--- config.mk ---
export PLATFORM = sky130hd
export DESIGN_NAME = sdadc_mode_ctrl
export DESIGN_NICKNAME = d
export VERILOG_FILES = /design/src/pkg/sdadc_pkg.sv /design/src/core/sdadc_mode_ctrl.sv
export VERILOG_INCLUDE_DIRS = /design/src /design/src/pkg
export SDC_FILE = /design/constraint.sdc
export NUM_CORES = 1
export LEC_CHECK = 0
export ABC_AREA = 1
export ABC_CLOCK_PERIOD_IN_PS = 2650
export CORE_MARGIN = 5
export CORE_UTILIZATION = 35
export CTS_CLUSTER_SIZE = 10
export DETAILED_ROUTE_END_ITERATION = 10
export DONT_BUFFER_PORTS = 1
export PLACE_DENSITY = 0.6
export RECOVER_POWER = 100
export SYNTH_ARGS = -nofsm -noshare
export SYNTH_HDL_FRONTEND = slang
export SYNTH_SLANG_ARGS = --single-unit
export TNS_END_PERCENT = 20
--- constraint.sdc ---
create_clock -name sys_clk -period 2.65 [get_ports sys_clk]
set_input_delay 0.6625 -clock sys_clk [delete_from_list [all_inputs] [get_ports sys_clk]]
set_output_delay 0.6625 -clock sys_clk [all_outputs]
set_load 0.01 [all_outputs]
--- src/pkg/sdadc_params.svh ---
// offsets, field positions, reset values and counts of the converter control
// assumes inclusion by bare name from design and bench files
`ifndef SDADC_PARAMS_SVH
`define SDADC_PARAMS_SVH
`define SDADC_OFS_CTRL0   8'h00
`define SDADC_OFS_CTRL1   8'h01
`define SDADC_OFS_CLKSEL  8'h02
`define SDADC_OFS_RES_LO  8'h03
`define SDADC_OFS_RES_MID 8'h04
`define SDADC_OFS_RES_HI  8'h05
`define SDADC_OFS_PWR     8'h06
`define SDADC_OFS_CHAN    8'h07
`define SDADC_CTRL0_RST   8'h20
`define SDADC_CTRL0_MASK  8'hFD
`define SDADC_CTRL1_RST   8'h00
`define SDADC_CLKSEL_RST  5'h00
`define SDADC_PWR_RST     5'h00
`define SDADC_CHAN_RST    6'h00
`define SDADC_B_FRST      7
`define SDADC_B_SLP       6
`define SDADC_B_OFF       5
`define SDADC_B_OSR       2
`define SDADC_B_REFSEL    0
`define SDADC_B_NBUF      4
`define SDADC_B_PBUF      3
`define SDADC_B_HOLD      2
`define SDADC_B_DONE      1
`define SDADC_B_LDO       0
`define SDADC_B_VCM       1
`define SDADC_B_IE        2
`define SDADC_B_GIE       3
`define SDADC_B_IRQF      4
`define SDADC_B_CHN       3
`define SDADC_DIV_BYPASS  5'h1F
`define SDADC_OSR_MAX     15'h4000
`define SDADC_TEMP_CHAN   3'h7
`endif

--- src/pkg/sdadc_pkg.sv ---
// types shared by the converter mode control
// assumes the params header is compiled alongside
package sdadc_pkg;
  typedef enum logic [3:0] {
    SDADC_PDN    = 4'h1,
    SDADC_SLEEP  = 4'h2,
    SDADC_NORMAL = 4'h4,
    SDADC_FRESET = 4'h8
  } sdadc_mode_t;
  typedef struct packed {
    logic [7:0] addr;
    logic [7:0] wdata;
    logic       wr;
    logic       rd;
  } sdadc_bus_t;
  typedef struct packed {
    logic bandgap;
    logic regulator;
    logic mid_ref;
    logic pga;
    logic modulator;
    logic temp_sensor;
    logic neg_buf;
    logic pos_buf;
    logic filter_en;
    logic filter_rst;
    logic ref_ext;
  } sdadc_power_t;
  typedef struct packed {
    logic [7:0]  ctrl0;
    logic [7:0]  ctrl1;
    logic [4:0]  clksel;
    logic [4:0]  pwr;
    logic [5:0]  chan;
    logic [23:0] result;
    logic [7:0]  rdata;
    logic [5:0]  div_cnt;
    logic [14:0] osr_cnt;
    logic        started;
    logic        frst_prev;
  } sdadc_state_t;
endpackage

--- src/core/sdadc_mode_ctrl.sv ---
// mode decode, start sequence, conversion timing, result and clock divider
// assumes filter_word comes from the decimation datapath on sys_clk
//
// Overview of operation
// - power-off set forces power-down, analog and filter off except regulator and bandgap, which follow the LDO bit
// - sleep keeps bandgap, amplifier, filter on; modulator, mid ref, buffers off
// - all control bits clear gives normal continuous conversion; the code converts only after filter reset is cleared into normal mode
// - filter-reset alone holds filter in reset, discards running conversion
// - hardware sets done flag at each completed conversion outside hold
// - completion also sets the interrupt request flag
// - interrupt reaches processor only with global and converter enables set
// - results overwritten each conversion unless hold is enabled
// - master clock is system clock undivided or divided by five-bit code
// - one bit selects internal or external reference pair
// - with power-off set converter circuitry is unpowered but for regulator and bandgap under the LDO bit
// - result is 24-bit two's complement, sign in top bit
// - mid ref generator follows its enable in normal and reset only
// - temperature sensor on only when a channel field selects it
// - each reference buffer follows its own bit in normal and reset
// - done flag stays set until firmware writes zero
// - during hold no done flag and no interrupt
// - oversampling code 0 gives 16384, halving down to 128 at code 7
// - divider code n gives sys/2/(n+1), all ones passes sys through
//
// Chosen here: the register offsets and the address-and-strobe port.
`include "sdadc_params.svh"
module sdadc_mode_ctrl (
  input  wire logic                 sys_clk,
  input  wire logic                 nrst,
  input  wire sdadc_pkg::sdadc_bus_t bus,
  output logic [7:0]                rdata,
  input  wire logic [23:0]          filter_word,
  output logic                      mclk_tick,
  output sdadc_pkg::sdadc_power_t   power,
  output sdadc_pkg::sdadc_mode_t    mode,
  output logic [23:0]               result_word,
  output logic                      irq
);
  sdadc_pkg::sdadc_state_t s_q;
  sdadc_pkg::sdadc_state_t s_d;
  logic        off;
  logic        slp;
  logic        frst;
  logic        hold;
  logic        active;
  logic        running;
  logic        conv_done;
  logic        done_evt;
  logic [14:0] osr_last;

  function automatic sdadc_pkg::sdadc_mode_t mode_of(
    input logic o,
    input logic sl,
    input logic r
  );
    if (o) begin
      mode_of = sdadc_pkg::SDADC_PDN;
    end else if (sl) begin
      mode_of = sdadc_pkg::SDADC_SLEEP;
    end else if (r) begin
      mode_of = sdadc_pkg::SDADC_FRESET;
    end else begin
      mode_of = sdadc_pkg::SDADC_NORMAL;
    end
  endfunction

  function automatic logic wr_hit(
    input sdadc_pkg::sdadc_bus_t b,
    input logic [7:0]            ofs
  );
    wr_hit = b.wr && (b.addr == ofs);
  endfunction

  assign off  = s_q.ctrl0[`SDADC_B_OFF];
  assign slp  = s_q.ctrl0[`SDADC_B_SLP];
  assign frst = s_q.ctrl0[`SDADC_B_FRST];
  assign hold = s_q.ctrl1[`SDADC_B_HOLD];

  always_comb begin
    mode = mode_of(off, slp, frst);
  end

  assign active = (mode == sdadc_pkg::SDADC_NORMAL) ||
                  (mode == sdadc_pkg::SDADC_FRESET);

  // gating of analog sections per mode
  always_comb begin
    power.regulator   = s_q.pwr[`SDADC_B_LDO];
    power.bandgap     = s_q.pwr[`SDADC_B_LDO] | ~off;
    power.pga         = ~off;
    power.modulator   = active;
    power.filter_en   = ~off;
    power.filter_rst  = (mode == sdadc_pkg::SDADC_FRESET);
    power.mid_ref     = active & s_q.pwr[`SDADC_B_VCM];
    power.temp_sensor = active & ((s_q.chan[2:0] == `SDADC_TEMP_CHAN) |
                        (s_q.chan[5:`SDADC_B_CHN] == `SDADC_TEMP_CHAN));
    power.neg_buf     = active & s_q.ctrl1[`SDADC_B_NBUF];
    power.pos_buf     = active & s_q.ctrl1[`SDADC_B_PBUF];
    power.ref_ext     = s_q.ctrl0[`SDADC_B_REFSEL];
  end

  // divider free-runs unless powered down, so the tick is ready at release
  assign mclk_tick = ~off & ((s_q.clksel == `SDADC_DIV_BYPASS) |
                     (s_q.div_cnt == {s_q.clksel, 1'b1}));

  assign osr_last = 15'(`SDADC_OSR_MAX >> s_q.ctrl0[4:`SDADC_B_OSR]) - 15'h0001;
  assign running  = (mode == sdadc_pkg::SDADC_NORMAL) && s_q.started;
  assign conv_done = running && mclk_tick && (s_q.osr_cnt == osr_last);
  assign done_evt  = conv_done && !hold;

  always_comb begin
    s_d = s_q;
    if (wr_hit(bus, `SDADC_OFS_CTRL0)) begin
      s_d.ctrl0 = bus.wdata & `SDADC_CTRL0_MASK;
    end
    if (wr_hit(bus, `SDADC_OFS_CTRL1)) begin
      s_d.ctrl1 = {bus.wdata[7:1], 1'b0};
    end
    // a completion in the write cycle wins over a clearing write
    s_d.ctrl1[`SDADC_B_DONE] = s_d.ctrl1[`SDADC_B_DONE] | done_evt;
    if (wr_hit(bus, `SDADC_OFS_CLKSEL)) begin
      s_d.clksel = bus.wdata[4:0];
    end
    if (wr_hit(bus, `SDADC_OFS_PWR)) begin
      s_d.pwr = bus.wdata[4:0];
    end
    s_d.pwr[`SDADC_B_IRQF] = s_d.pwr[`SDADC_B_IRQF] | done_evt;
    if (wr_hit(bus, `SDADC_OFS_CHAN)) begin
      s_d.chan = bus.wdata[5:0];
    end
    if (done_evt) begin
      s_d.result = filter_word;
    end
    if (mclk_tick || off) begin
      s_d.div_cnt = 6'h00;
    end else begin
      s_d.div_cnt = s_q.div_cnt + 6'h01;
    end
    // falling edge of filter reset in normal mode starts conversions
    s_d.frst_prev = frst;
    s_d.started   = (mode == sdadc_pkg::SDADC_NORMAL) &&
                    (s_q.started || s_q.frst_prev);
    if (!running) begin
      s_d.osr_cnt = 15'h0000;
    end else if (mclk_tick) begin
      s_d.osr_cnt = conv_done ? 15'h0000 : s_q.osr_cnt + 15'h0001;
    end
    s_d.rdata = 8'h00;
    if (bus.rd) begin
      case (bus.addr)
        `SDADC_OFS_CTRL0:   s_d.rdata = s_q.ctrl0;
        `SDADC_OFS_CTRL1:   s_d.rdata = s_q.ctrl1;
        `SDADC_OFS_CLKSEL:  s_d.rdata = {3'h0, s_q.clksel};
        `SDADC_OFS_RES_LO:  s_d.rdata = s_q.result[7:0];
        `SDADC_OFS_RES_MID: s_d.rdata = s_q.result[15:8];
        `SDADC_OFS_RES_HI:  s_d.rdata = s_q.result[23:16];
        `SDADC_OFS_PWR:     s_d.rdata = {3'h0, s_q.pwr};
        `SDADC_OFS_CHAN:    s_d.rdata = {2'h0, s_q.chan};
        default:            s_d.rdata = 8'h00;
      endcase
    end
  end

  always_ff @(posedge sys_clk or negedge nrst) begin
    if (!nrst) begin
      s_q           <= '0;
      s_q.ctrl0     <= `SDADC_CTRL0_RST;
      s_q.ctrl1     <= `SDADC_CTRL1_RST;
      s_q.clksel    <= `SDADC_CLKSEL_RST;
      s_q.pwr       <= `SDADC_PWR_RST;
      s_q.chan      <= `SDADC_CHAN_RST;
    end else begin
      s_q <= s_d;
    end
  end

  assign rdata       = s_q.rdata;
  assign result_word = s_q.result;
  assign irq = s_q.pwr[`SDADC_B_IRQF] & s_q.pwr[`SDADC_B_GIE] & s_q.pwr[`SDADC_B_IE];
endmodule

Yosys cells after proc, flatten, opt, wreduce, memory -nomap -nowiden
Cells that the tools add are included.
{ "op_classes": {"n_reduce_logical": 15, "shifts": 1, "mux": 11, "addsub": 3, "bitwise_logic": 13, "eq_ne": 15} }
{ "op_table": {"columns": ["cell", "n"], "rows": [
  ["$pmux 8 s8", 1],
  ["$mux 15", 3],
  ["$eq 8x3->1 const B", 4],
  ["$eq 8x2->1 const B", 2],
  ["$add 15x1->15 const B", 1],
  ["$eq 15x15->1", 1],
  ["$shr 15x3->15 const A", 1],
  ["$sub 15x1->15 const B", 1],
  ["$mux 4", 3],
  ["$logic_and 1x1->1", 10],
  ["$eq 8x1->1 const B", 1],
  ["$logic_not 8->1", 1],
  ["$mux 8", 1],
  ["$and 1x1->1", 7],
  ["$add 6x1->6 const B", 1],
  ["$eq 3x3->1 const B", 2],
  ["$eq 6x6->1", 1],
  ["$mux 6", 1],
  ["$eq 5x5->1 const B", 1],
  ["$mux 5", 1],
  ["$or 1x1->1", 5],
  ["$eq 4x3->1 const B", 1],
  ["$eq 4x4->1 const B", 1],
  ["$logic_or 1x1->1", 3],
  ["other kinds (4)", 4]
]} }
{ "totals": {"output_inout_bits": 49, "ff_bits": 85, "wordCells": 71, "inputBits": 44} }

Longest topological paths before layout
{ "depth": {"depth_word": 10, "ltp_mapped": 17, "depth_no_buf": 15} }

Least setup slack after synthesis
No wires, ideal clock.
{ "synth_path": {"path_kind": "register to register", "startpoint": "reg s_q[83] (netlist name)", "endpoint": "reg s_q, in the netlist result_word[11]", "setup_time_ps": 116, "period_less_slack_ps": 1967, "t_arrival_ps": 1850, "required_time_ps": 2534, "slack_ps": 683, "path_stages_with_launch": 17, "n_path_buf": 2, "path_cell_list": "dfrtp_1 buf_2 nand3_1 ha_1 inv_1 nor2_1 nor2_1 nand2_1 nand2_1 nand2_1 nor2_1 nand2_2 nor2_8 nand2_4 buf_6 nand2_1 nand2_1"} }
{ "synth_via": {"elab_chain_len": 5} }
{ "synth_lines": {"columns": ["element", "line_no", "text"], "rows": [
  ["start: declaration", "sdadc_mode_ctrl.sv:39", "sdadc_pkg::sdadc_state_t s_q;"],
  ["$shr 15x3->15 (no line)", null, null],
  ["$sub 15x1->15", "sdadc_mode_ctrl.sv:106", "assign osr_last = 15'(`SDADC_OSR_MAX >> s_q.ctrl0[4:`SDADC_B_OSR]) - 15'h0001;"],
  ["$eq 15x15->1", "sdadc_mode_ctrl.sv:108", "assign conv_done = running && mclk_tick && (s_q.osr_cnt == osr_last);"],
  ["$logic_and 1x1->1", "sdadc_mode_ctrl.sv:108", null],
  ["$logic_and 1x1->1", "sdadc_mode_ctrl.sv:109", "assign done_evt = conv_done && !hold;"]
]} }
Every way passes these cells.
A chain may end at the register's enable or synchronous reset.

==> run summary <==
Drt first-iter violations: 313
Post-route clock skew: 0.00747 ns
Met3 Track Usage GR: 6.87%
Net count after synthesis: 652
RSZ-0062 raised after global routing: false
Number of levels in the clock H-tree: 3
Worst slew slack as a fraction of its limit: -34.5%
Io pins: 93
Final cycle utilization of the critical path: 91.0%
Synth cell types: 35
Maximum fanout count along the critical path: 6
Crit path max-delay cell type: sky130_fd_sc_hd__dfstp_1
Final total negative setup slack: 0 ns
Netlist Area Pre-Place: 4620 sq um
Power per standard cell area: 640 nW/um^2
Number of vias per cell: 5.01
Initial antenna violation count: 0
Max-cap violations: 1
Setup fix buffers added after clock tree synthesis: 0
Type of the tightest min-delay check: input port to async pin
Number of nets with antenna violations after detailed routing: 0
Final setup violation count: 0
Pre-Repair DR Iteration Count: 6
Gr ovfl total: 0
Number of remaining DRC errors: 0
Overall die width: 125 um
Clock-pin slew of the registers on the worst-case setup and hold paths: 0.06 ns
Routed Wire Length: 12200 um
Instance area at placement: 4540 sq um
Total routing resource utilization after global routing: 16.2%
Area enclosed by the die boundary: 15600 sq um
Effective utilization at floorplan: 35.3%
Busiest layer in global routing: met2
TritonCTS clock tree: built
Worst Path Class, Setup: flip-flop to primary output
Worst path max stage delay: 0.73 ns
Reg-to-Reg Start: s_q[81]
Total chip power: 3.10 mW
Count of warnings emitted by yosys: 0
Detailed-placement wirelength estimate: 9180 um
Final layout net count: 621
Cells taking the most area after synthesis: sky130_fd_sc_hd__dfrtp_1 (45%), sky130_fd_sc_hd__nand2_1 (16%), sky130_fd_sc_hd__buf_4 (6.5%)
Maximum number of pins on one net before global-route repair: 82
Crit path required time: 1.99 ns
Clock Path Buffers: 2
Area share of the leading cell type in the synthesized netlist: 45.5%
Number of port buffers: 0
WP depth: 2
Reg2reg path depth: 12
Routed len/inst: 16.2 um
Clk_lat worst skew: 0.35 ns
Proportion of register bits with asynchronous set or reset after synthesis: 100%
Worst r2r dst: s_q[11]
Final worst slack: 0.238 ns
Number of flops mapped to enable cells by yosys: 0
Placement-stage worst setup slack: 0.384 ns
CP cell instances: inv_1, or2_2
Site Rows: 42
Clock buffers created by TritonCTS: 9
Crit end category: primary output
Global routing met1 resource utilization: 20.5%
Final hold slack: 0.158 ns
Cts repair resizes: 0
Final hold violation count: 0
Worst VDD drop: 0.315 mV
Total number of clock tree sinks: 85
Met2 Track Usage GR: 26.1%
Height of the chip: 125 um
Floorplan Core Area: 13100 sq um
Hold buffer count at CTS: 2
Area overhead of the layout relative to synthesis: 4.76%
Minimum clock period: 2.41 ns
Max frequency: 415 MHz
Finished layout cell area: 4840 sq um
First-pass GRT wire length: 20200 um
Arrival time of data at the critical path endpoint: 1.75 ns
Master cell of the clock root buffer: sky130_fd_sc_hd__clkbuf_16
Max-slew violations: 82
Post-synthesis average cell area: 7.64 sq um
Static leakage: 2.26 nW
Synthesized instance count: 605
Diode insertion count for antenna repair: 0
Proportion of layout cells with a drive suffix above 1: 6.56%
Violated checks: max-capacitance violations, max-slew violations
Most used flip-flop cell after synthesis: sky130_fd_sc_hd__dfrtp_1
Via Count: 3783
Startpoint Class: flip-flop
Combined buffer and inverter count along the critical path: 1
Reg2reg setup slack: 0.37 ns
Status: finished, violations left
Family with the most delay on the worst path: flip-flops
Last weighted congestion value of the routability-driven placer: 0.886
Sequential cell area fraction in the yosys report: 46.0%
Transition time of the tightest slew-check pin: 2.02 ns
FF+latch count, synth: 85
Cell type contributing the most total cell area after synthesis: sky130_fd_sc_hd__dfrtp_1
Vias in the first global route: 3672
[worst max path at each step]
stage	startpoint	endpoint	slack, ns
detailed placement	s_q[81]	result_word[14]	0.38
global placement	s_q[81]	result_word[7]	0.46
global route	off	result_word[5]	0.08
floorplan	s_q[83]	result_word[11]	0.68
finish	off	power[10]	0.24
CTS	off	power[5]	0.32
[stage by stage]
| stage | util, % | cells |
|---|---|---|
| 2_1_floorplan | - | 605 |
| 3_3_place_gp | 34.7 | 737 |
| 3_5_place_dp | 34.7 | 737 |
| 4_1_cts | 37.3 | 755 |
| 5_1_grt | 37.0 | 755 |
| 6_report | 37.0 | 755 |
[worst reg2reg max path, cell delays in order (launching register included)]
cell	delay, ns
sky130_fd_sc_hd__dfrtp_1	0.52
sky130_fd_sc_hd__nand3_1	0.16
sky130_fd_sc_hd__ha_1	0.29
sky130_fd_sc_hd__inv_1	0.10
sky130_fd_sc_hd__nor2_1	0.05
sky130_fd_sc_hd__nor2_1	0.10
sky130_fd_sc_hd__nand2_1	0.05
sky130_fd_sc_hd__nand2_1	0.06
sky130_fd_sc_hd__nand2_1	0.04
sky130_fd_sc_hd__nor2_1	0.15
sky130_fd_sc_hd__nand3_1	0.19
sky130_fd_sc_hd__nand2_1	0.30
sky130_fd_sc_hd__o21ai_0	0.13
[metal layers]
layer | up-vias | wire length (um)
li1 | 1834 | -
met1 | 1804 | 5290
met2 | 131 | 5760
met3 | 14 | 1040
met4 | 0 | 156
met5 | - | 0
[layout by cell type (no fill, tap or decap), types with 2 or more instances in the layout]
master,n
sky130_fd_sc_hd__inv_2,5
sky130_fd_sc_hd__nand2_2,3
sky130_fd_sc_hd__o21ai_0,46
sky130_fd_sc_hd__inv_1,48
sky130_fd_sc_hd__or2_2,2
sky130_fd_sc_hd__clkbuf_16,9
sky130_fd_sc_hd__nand2_1,197
sky130_fd_sc_hd__a21oi_1,10
sky130_fd_sc_hd__dfrtp_1,84
sky130_fd_sc_hd__o21ai_1,2
sky130_fd_sc_hd__ha_1,3
sky130_fd_sc_hd__xor2_1,9
sky130_fd_sc_hd__nand4_1,7
sky130_fd_sc_hd__o21bai_1,2
sky130_fd_sc_hd__clkbuf_1,2
sky130_fd_sc_hd__buf_4,6
sky130_fd_sc_hd__nor2_1,49
sky130_fd_sc_hd__inv_8,2
sky130_fd_sc_hd__a31oi_1,5
sky130_fd_sc_hd__nand3_1,52
sky130_fd_sc_hd__nor3_1,11
sky130_fd_sc_hd__a22oi_1,6
[cells by family after synthesis]
logic type,Yosys count,synth area share (%)
DFF,85,46.0
xor gates and xnor gates,10,1.89
adders and majority gates,3,0.812
and+or+nand+nor,327,30.1
buffers and inverters,105,12.2
AOI/OAI and AO/OA,75,8.90
[state kept, by name (all words and copies together) (netlist names)]
register,flops
power,2
rdata,8
off,1
s_q,48
hold,1
result_word,24
frst,1
[power breakdown]
| part | total (mW) | internal, mW | switching [mW] |
|---|---|---|---|
| clock network | 1.30 | 0.746 | 0.556 |
| logic | 0.362 | 0.106 | 0.256 |
| registers | 1.44 | 1.36 | 0.0714 |
[final cells by class]
type	instances	area, sq um
clock buffers	9	225
clock inverters	7	82.6
fillers	1386	8240
inverters	53	199
multi-input cells	415	1920
flip-flops and latches	85	2130
well taps	176	220
repair buffers	10	67.6
[Yosys cell counts, types with 2 or more instances]
master / number
sky130_fd_sc_hd__nand2_1: 197
sky130_fd_sc_hd__dfrtp_1: 84
sky130_fd_sc_hd__nand3_1: 52
sky130_fd_sc_hd__nor2_1: 49
sky130_fd_sc_hd__inv_1: 48
sky130_fd_sc_hd__buf_4: 40
sky130_fd_sc_hd__o21ai_0: 40
sky130_fd_sc_hd__a21oi_1: 10
sky130_fd_sc_hd__nor3_1: 9
sky130_fd_sc_hd__xor2_1: 9
sky130_fd_sc_hd__o21ai_1: 8
sky130_fd_sc_hd__nand4_1: 7
sky130_fd_sc_hd__a22oi_1: 6
sky130_fd_sc_hd__clkbuf_1: 6
sky130_fd_sc_hd__a31oi_1: 5
sky130_fd_sc_hd__inv_2: 5
sky130_fd_sc_hd__buf_2: 4
sky130_fd_sc_hd__ha_1: 3
sky130_fd_sc_hd__nand2_2: 3
sky130_fd_sc_hd__buf_6: 2
sky130_fd_sc_hd__nor3_2: 2
sky130_fd_sc_hd__o21bai_1: 2
sky130_fd_sc_hd__or2_2: 2
No activity file was read; power rests on OpenSTA's default activity.
